$ cat config.mk
export PLATFORM = sky130hd
export DESIGN_NAME = spc_port
export DESIGN_NICKNAME = d
export VERILOG_FILES = /design/src/pkg/spc_pkg.sv /design/src/design/spc_port.sv
export SDC_FILE = /design/constraint.sdc
export NUM_CORES = 1
export LEC_CHECK = 0
export ABC_AREA = 1
export BUFFER_PORTS_ARGS = -buffer_cell sky130_fd_sc_hd__buf_4
export CAP_MARGIN = 20
export CORE_ASPECT_RATIO = 1.2
export CORE_MARGIN = 1.5
export CORE_UTILIZATION = 45
export DETAILED_ROUTE_END_ITERATION = 10
export GPL_TIMING_DRIVEN = 0
export PLACE_DENSITY = 0.72
export SETUP_SLACK_MARGIN = 0.3
export SYNTH_ARGS = -nofsm -noshare
export SYNTH_HDL_FRONTEND = slang
export SYNTH_SLANG_ARGS = --single-unit
$ cat constraint.sdc
create_clock -name clk_in -period 2.71 [get_ports clk_in]
set_input_delay 0.4065 -clock clk_in [delete_from_list [all_inputs] [get_ports clk_in]]
set_output_delay 0.4065 -clock clk_in [all_outputs]
set_load 0.02 [all_outputs]
$ cat src/pkg/spc_pkg.sv
// Purpose: constants for the serial peripheral port block
// Assumes: 32-bit classic Wishbone, byte addressed, one register per aligned word
// Notes:   flags in the control register are set by hardware, cleared by writing zero
package spc_pkg;
  localparam int          WB_AW          = 4;
  localparam logic [3:0]  ADDR_CONTROL   = 4'h0;
  localparam logic [3:0]  ADDR_DATA      = 4'h4;
  localparam int          BIT_DONE       = 7;
  localparam int          BIT_WRITE_COLLISION_FLAG       = 6;
  localparam int          BIT_DISABLE    = 5;
  localparam int          BIT_MASTER     = 4;
  localparam int          BIT_CPOL       = 3;
  localparam int          BIT_CPHA       = 2;
  localparam int          BIT_RATE_HI    = 1;
  localparam logic [7:0]  CONTROL_RESET  = 8'h00;
  localparam logic [7:0]  DATA_RESET     = 8'h00;
  localparam logic [7:0]  CONTROL_WMASK  = 8'h3F;
  localparam int          FRAME_BITS     = 8;
  localparam int          HALF_BASE      = 4;
  localparam int          SYNC_DEPTH     = 3;
  localparam int          PIN_COUNT      = 4;
  localparam int          PIN_SCLK       = 0;
  localparam int          PIN_MOSI       = 1;
  localparam int          PIN_MISO       = 2;
  localparam int          PIN_SEL_N      = 3;
  typedef enum logic [0:0] {SPC_IDLE, SPC_SHIFT} spc_state_e;
endpackage

$ cat src/design/spc_port.sv
// Purpose: serial peripheral port, master or slave, with a Wishbone register slave
// Assumes: one clock clk_in, synchronous active-high reset, far end holds data a half period
// Notes:   pins sampled through three flops; a change counts once stages two and three agree
`timescale 1ns/1ps
module spc_port #(
  parameter int HALF_BASE = spc_pkg::HALF_BASE
) (
  input  wire logic        clk_in,
  input  wire logic        rst_in,
  input  wire logic        wb_cyc_in,
  input  wire logic        wb_stb_in,
  input  wire logic        wb_we_in,
  input  wire logic [3:0]  wb_adr_in,
  input  wire logic [3:0]  wb_sel_in,
  input  wire logic [31:0] wb_dat_in,
  output logic      [31:0] wb_dat_out,
  output logic             wb_ack_out,
  input  wire logic        sclk_in,
  output logic             sclk_out,
  output logic             sclk_oe_out,
  input  wire logic        mosi_in,
  output logic             mosi_out,
  output logic             mosi_oe_out,
  input  wire logic        miso_in,
  output logic             miso_out,
  output logic             miso_oe_out,
  input  wire logic        sel_n_in
);
  logic [7:0]  control_r;
  logic [7:0]  data_r;
  logic        ack_r;
  logic [31:0] rdat_r;
  logic        sclk_r;
  logic        sclk_oe_r;
  logic        mosi_oe_r;
  logic        miso_oe_r;
  logic        dout_r;
  logic        rx_latch_r;
  logic        half_r;
  logic [3:0]  bitcnt_r;
  logic [5:0]  div_r;
  logic        done_r;
  spc_pkg::spc_state_e state_r;
  logic [spc_pkg::PIN_COUNT-1:0] pin_raw;
  logic [spc_pkg::PIN_COUNT-1:0] pin_f;

  // half period in clocks for the two-bit rate field
  function automatic logic [5:0] half_of(input logic [1:0] sel);
    half_of = 6'(HALF_BASE << sel);
  endfunction

  // synchronisers: stage one feeds stage two only
  assign pin_raw = {sel_n_in, miso_in, mosi_in, sclk_in};
  genvar g;
  generate
    for (g = 0; g < spc_pkg::PIN_COUNT; g++) begin : g_sync
      logic [spc_pkg::SYNC_DEPTH-1:0] st_r;
      logic                           flt_r;
      always_ff @(posedge clk_in) begin
        // the select pin rests high; resetting its stages low would fake a select right after reset
        if (rst_in) begin
          st_r  <= (g == spc_pkg::PIN_SEL_N) ? '1 : '0;
          flt_r <= (g == spc_pkg::PIN_SEL_N);
        end else begin
          st_r <= {st_r[spc_pkg::SYNC_DEPTH-2:0], pin_raw[g]};
          if (st_r[1] == st_r[2]) begin
            flt_r <= st_r[2];
          end
        end
      end
      // agreeing stages pass straight through, so a four-clock half period still sees the new level
      assign pin_f[g] = (st_r[1] == st_r[2]) ? st_r[2] : flt_r;
    end
  endgenerate

  logic enabled;
  logic master;
  logic cpol;
  logic cpha;
  logic req;
  logic wr_fire;
  logic wr_ctrl;
  logic wr_data;
  logic busy;
  logic slave_sel;
  logic sclk_f_d_r;
  logic lead;
  logic trail;
  logic tick;
  logic din;
  assign enabled   = !control_r[spc_pkg::BIT_DISABLE];
  assign master    = control_r[spc_pkg::BIT_MASTER];
  assign cpol      = control_r[spc_pkg::BIT_CPOL];
  assign cpha      = control_r[spc_pkg::BIT_CPHA];
  assign req       = wb_cyc_in && wb_stb_in;
  assign wr_fire   = req && wb_we_in && ack_r && wb_sel_in[0];
  assign wr_ctrl   = wr_fire && (wb_adr_in == spc_pkg::ADDR_CONTROL);
  assign wr_data   = wr_fire && (wb_adr_in == spc_pkg::ADDR_DATA);
  assign busy      = (state_r == spc_pkg::SPC_SHIFT);
  assign slave_sel = enabled && !master && !pin_f[spc_pkg::PIN_SEL_N];
  assign tick      = busy && master && (div_r == 6'h00);
  // edges: away from the rest level is leading, back to it is trailing
  assign lead  = master ? (tick && !half_r)
                        : (slave_sel && (pin_f[spc_pkg::PIN_SCLK] != sclk_f_d_r)
                           && (pin_f[spc_pkg::PIN_SCLK] != cpol));
  assign trail = master ? (tick && half_r)
                        : (slave_sel && (pin_f[spc_pkg::PIN_SCLK] != sclk_f_d_r)
                           && (pin_f[spc_pkg::PIN_SCLK] == cpol));
  assign din   = master ? pin_f[spc_pkg::PIN_MISO] : pin_f[spc_pkg::PIN_MOSI];

  // wishbone: ack one cycle after request, dropped the cycle after
  always_ff @(posedge clk_in) begin
    if (rst_in) begin
      ack_r  <= 1'b0;
      rdat_r <= '0;
    end else begin
      ack_r <= req && !ack_r;
      unique case (wb_adr_in)
        spc_pkg::ADDR_CONTROL: rdat_r <= {24'h000000, control_r};
        spc_pkg::ADDR_DATA:    rdat_r <= {24'h000000, data_r};
        default:               rdat_r <= 32'h00000000;
      endcase
    end
  end

  // control: flags set by hardware win over a clearing write
  always_ff @(posedge clk_in) begin
    if (rst_in) begin
      control_r <= spc_pkg::CONTROL_RESET;
    end else begin
      if (wr_ctrl) begin
        control_r[5:0] <= wb_dat_in[5:0] & spc_pkg::CONTROL_WMASK[5:0];
      end
      if (done_r) begin
        control_r[spc_pkg::BIT_DONE] <= 1'b1;
      end else if (wr_ctrl && !wb_dat_in[spc_pkg::BIT_DONE]) begin
        control_r[spc_pkg::BIT_DONE] <= 1'b0;
      end
      if (wr_data && busy) begin
        control_r[spc_pkg::BIT_WRITE_COLLISION_FLAG] <= 1'b1;
      end else if (wr_ctrl && !wb_dat_in[spc_pkg::BIT_WRITE_COLLISION_FLAG]) begin
        control_r[spc_pkg::BIT_WRITE_COLLISION_FLAG] <= 1'b0;
      end
    end
  end

  // transfer engine; a write during a transfer is dropped, not merged
  always_ff @(posedge clk_in) begin
    if (rst_in) begin
      state_r    <= spc_pkg::SPC_IDLE;
      data_r     <= spc_pkg::DATA_RESET;
      dout_r     <= 1'b0;
      rx_latch_r <= 1'b0;
      half_r     <= 1'b0;
      bitcnt_r   <= '0;
      div_r      <= '0;
      done_r     <= 1'b0;
      sclk_r     <= 1'b0;
      sclk_f_d_r <= 1'b0;
    end else begin
      done_r     <= 1'b0;
      sclk_f_d_r <= pin_f[spc_pkg::PIN_SCLK];
      if (!enabled || (!master && pin_f[spc_pkg::PIN_SEL_N] && busy)) begin
        state_r <= spc_pkg::SPC_IDLE;
        sclk_r  <= cpol;
      end else if (!busy) begin
        sclk_r   <= cpol;
        half_r   <= 1'b0;
        bitcnt_r <= '0;
        div_r    <= half_of(control_r[spc_pkg::BIT_RATE_HI:0]) - 6'd1;
        if (wr_data) begin
          data_r <= wb_dat_in[7:0];
          dout_r <= wb_dat_in[7];
          if (master) begin
            state_r <= spc_pkg::SPC_SHIFT;
          end
        end else if (slave_sel) begin
          state_r <= spc_pkg::SPC_SHIFT;
          dout_r  <= data_r[7];
        end
      end else begin
        if (master) begin
          if (tick) begin
            div_r  <= half_of(control_r[spc_pkg::BIT_RATE_HI:0]) - 6'd1;
            sclk_r <= !sclk_r;
            half_r <= !half_r;
          end else begin
            div_r <= div_r - 6'd1;
          end
        end
        if (lead) begin
          if (cpha) begin
            dout_r <= data_r[7];
          end else begin
            rx_latch_r <= din;
          end
        end
        if (trail) begin
          data_r   <= {data_r[6:0], cpha ? din : rx_latch_r};
          // leading-edge phase: the far end sampled at the leading edge, so the next bit goes out on the line now
          if (!cpha) begin
            dout_r <= data_r[6];
          end
          bitcnt_r <= bitcnt_r + 4'd1;
          if (bitcnt_r == 4'(spc_pkg::FRAME_BITS - 1)) begin
            state_r <= spc_pkg::SPC_IDLE;
            done_r  <= 1'b1;
          end
        end
      end
    end
  end

  // pin drivers: a slave drives only its data out, and only while selected
  always_ff @(posedge clk_in) begin
    if (rst_in) begin
      sclk_oe_r <= 1'b0;
      mosi_oe_r <= 1'b0;
      miso_oe_r <= 1'b0;
    end else begin
      sclk_oe_r <= enabled && master;
      mosi_oe_r <= enabled && master;
      miso_oe_r <= slave_sel;
    end
  end

  assign wb_ack_out  = ack_r;
  assign wb_dat_out  = rdat_r;
  assign sclk_out    = sclk_r;
  assign sclk_oe_out = sclk_oe_r;
  assign mosi_out    = dout_r;
  assign mosi_oe_out = mosi_oe_r;
  assign miso_out    = dout_r;
  assign miso_oe_out = miso_oe_r;

  done_flag_a: assert property (@(posedge clk_in) disable iff (rst_in)
    done_r |=> control_r[spc_pkg::BIT_DONE])
    else $error("done flag not set after transfer");
  collision_a: assert property (@(posedge clk_in) disable iff (rst_in)
    (wr_data && busy) |=> control_r[spc_pkg::BIT_WRITE_COLLISION_FLAG] && ($stable(data_r) || $past(trail)))
    else $error("collision not flagged or data overwritten");
  disable_idle_a: assert property (@(posedge clk_in) disable iff (rst_in)
    !enabled |=> !busy && !sclk_oe_out && !miso_oe_out)
    else $error("disabled port still active");
  slave_clock_a: assert property (@(posedge clk_in) disable iff (rst_in)
    (!master && $past(!master)) |-> !sclk_oe_out)
    else $error("slave drives serial clock");
  rest_level_a: assert property (@(posedge clk_in) disable iff (rst_in)
    (!busy && $past(!busy) && $stable(cpol)) |-> (sclk_r == cpol))
    else $error("serial clock not at rest level");
  phase_edge_a: assert property (@(posedge clk_in) disable iff (rst_in)
    (bitcnt_r != $past(bitcnt_r) && $past(busy)) |-> $past(trail))
    else $error("bit counted off the trailing edge");
  rate_bound_a: assert property (@(posedge clk_in) disable iff (rst_in)
    (busy && master) |-> (div_r < half_of(control_r[spc_pkg::BIT_RATE_HI:0])))
    else $error("divider beyond selected half period");
  master_start_a: assert property (@(posedge clk_in) disable iff (rst_in)
    (wr_data && !busy && master && enabled) |=> busy && (data_r == $past(wb_dat_in[7:0])))
    else $error("master write did not start exchange");
  done_c: cover property (@(posedge clk_in) disable iff (rst_in) done_r && master);
  slave_done_c: cover property (@(posedge clk_in) disable iff (rst_in) done_r && !master);
  collision_c: cover property (@(posedge clk_in) disable iff (rst_in) wr_data && busy);
endmodule // spc_port

==> metrics.txt <==
buffer depth of the longest clock path=2; Crit Reg-Reg Startpoint=control_r[4]; wire length of the first global-routing pass=10200 um; crit path launch type=flip-flop; chip height=90.3 um; width of the die=75.7 um; Pwr Total=1.76 mW; period utilization=65.5%; Core Area=6090 um^2; minimum clock period=1780 ps; number of synthesized register bits=59; Max stage delay on crit path=380 ps; maximum number of pins on one net before global-route repair=11; end of the worst hold path=g_sync[3].st_r[0]; TritonCTS clock tree=done; crit path setup slack, layout=935 ps; Syn-to-layout area delta=22.1%; final design area excluding fillers=3490 um^2; CTS Buf Count=9; source of the worst hold timing path=sel_n_in; post-CTS repair timing setup buffer count=0; post-route setup TNS=0 ps; clock slew seen by the registers of the worst setup and hold paths=60 ps; Port Buffer Count=35; routed via count=2549; most instantiated flip-flop cell in the synthesis netlist=dfxtp_1; Fmax achieved=0.563 GHz; standard cell with the maximum stage delay on the critical path=dfxtp_1; slew at the pin closest to its max-slew limit=590 ps; minimum setup slack after placement=631 ps; Post-Syn Instances=399; buffer type at the clock tree root=clkbuf_8; Placed Instance Area=3310 um^2; maximum fanout encountered on the critical timing path=10; fraction of registers with async set or reset after synthesis=0%; path depth of the worst reg2reg path=11; Antenna Violating Nets Remaining=0; final hold vios=0; via count of the first global-routing pass=2332; clock sink count=59; die area=6840 um^2; worst clock skew on the final layout=8.13 ps; cell leakage power=1.71 nW; WP data arrival=2010 ps; antenna violations before repair=0; total length of routed wires=6060 um; post-synthesis instance area=2860 um^2; Hold Crit Class=input port to flip-flop; Max-cap violations=0; type of element capturing the critical path=flip-flop; average size of a mapped cell=7.16 um^2; Clk Latency, worst-skew pair=340 ps; residual DRC count=0; RSZ-0062 raised after global routing=false; layout cells sized above 1=19.7%; cell-by-cell listing of the critical path=inv_1 > nand2_1 > o21ai_0 > inv_1 > o21ai_4 > inv_4 > nand2_4 > buf_8 > nand2_1 > nand2_1 > nor2_1; run status=finished clean; commonest non-fill, non-tap cell in the layout=nand2_1; required time of the critical path=2940 ps; Starting Density=46.9%; number of design-rule violations left by the first detailed-router iteration=133; number of enable flip-flop cells after synthesis=0; Max H-tree Level=3; average routed wire per standard cell=10.9 um; count of standard-cell rows=31; final estimated routing congestion in global placement=0.884; Ports=88; critical path class=flip-flop to flip-flop; number of antenna repair diodes=0; layout net count=520; hold buffer count at CTS=0; GRT Util Overall=19.7%; PD cells=504 nW/um^2; post-synthesis cell type count=35; most frequent cells in the layout=94 x nand2_1, 62 x buf_4, 59 x dfxtp_1, 55 x inv_1, 44 x nor2_1; post-synthesis sequential area ratio=41.3%; detailed placement HPWL=4490 um; count of instances resized after the clock tree is built=0; sum of overflow across all layers after global routing=0; routed via count divided by cell count=4.60; destination of the worst register-to-register timing path=data_r[5]; slack of the worst reg-to-reg path=930 ps; count of final setup violators=0; length of the first detailed-routing pass in iterations=4; number of warnings reported in the yosys synthesis log=0; most used cell along the critical path=nand2_1; Max Slew Vio Count=0; worst vdd rail ir drop=0.000297 V; Worst slew margin=60.4%; Cells on Worst Hold Path=2
==> metrics by stage <==
| step | utilization (%) | std cells | hold slack, ps |
|---|---|---|---|
| after detailed placement | 54.3 | 539 | 396 |
| after global routing | 57.3 | 554 | 252 |
| final | 57.3 | 554 | 254 |
| after global placement | 54.3 | 539 | 390 |
| after floorplan | - | 422 | 388 |
| after CTS | 57.3 | 554 | 239 |
==> worst max-delay path: cells and delay by family (launching register included) <==
kind,cells,cell delay [ps]
and+or+nand+nor,5,340
DFF,1,380
buffers and inverters,4,590
AOI/OAI and AO/OA,2,360
==> flip-flops by register name (all words and copies together), names as in the netlist <==
register,count
miso_out,1
div_r,6
rx_latch_r,1
sclk_f_d_r,1
g_sync.flt_r,3
done_r,1
half_r,1
mosi_oe_out,1
wb_ack_out,1
sclk_out,1
bitcnt_r,4
miso_oe_out,1
wb_dat_out,8
data_r,8
g_sync.st_r,12
control_r,8
busy,1
==> cell usage after synthesis (2+ instances only) <==
master    number  area, um^2
inv_1         55         206
nor2_1        44         165
o211ai_1       2        15.0
o21a_1         2        15.0
nor3_1         2        10.0
xor2_1         4        35.0
dfxtp_1       59        1180
o21ai_0       28         140
clkbuf_1       7        26.3
ha_1           3        37.5
or2_2          3        18.8
nand2_1       94         353
xnor2_1        2        17.5
nand4_1        3        18.8
buf_4         27         203
a31oi_1        2        12.5
nand3_1       11        55.1
nand2_2        5        31.3
a21oi_1       30         150
==> cell families (layout without fill, tap and decap cells) <==
logic type | Yosys count | count (layout) | synth area share, %
AO/OA/AOI/OAI | 67 | 67 | 12.8
buffers and inverters | 93 | 143 | 16.6
AND/OR/NAND/NOR | 169 | 169 | 25.6
adder cells (fa/ha/maj) | 3 | 3 | 1.31
flip-flops | 59 | 59 | 41.3
other | 1 | 24 | 0.131
XOR/XNOR | 6 | 6 | 1.84
multiplexers | 1 | 1 | 0.350
==> routing by layer <==
metal	GRT usage, %	share of wire, %	wire length [um]	vias to the layer above
li1	-	-	-	1330
met1	23.2	44	2670	1135
met2	31.1	47	2880	69
met3	5.69	5.2	315	15
met4	11.2	3.2	197	0
met5	0	0	0	-
==> power by group <==
part	switching (mW)	internal [mW]	leakage, nW	total (mW)
clock network	0.318	0.398	0.0953	0.717
registers	0.00471	0.879	0.478	0.884
logic	0.0893	0.0660	1.13	0.155
total	0.412	1.34	1.71	1.76
==> final cells by class <==
type	count	area, um^2
clock inverters	2	10.0
plain buffers	37	263
flip-flops and latches	59	1180
fillers	598	2600
repair buffers	35	263
inverters	56	213
multi-input cells	270	1290
clock buffers	13	169
well taps	82	103
==> worst max-delay path by stage <==
stage,end,start
finish,data_r[5],control_r[4]
global route,data_r[5],control_r[4]
CTS,data_r[0],control_r[4]
detailed placement,control_r[1],wb_adr_in[3]
global placement,control_r[1],wb_adr_in[3]
floorplan,data_r[5],div_r[0]
(Power assumes the default switching activity.)
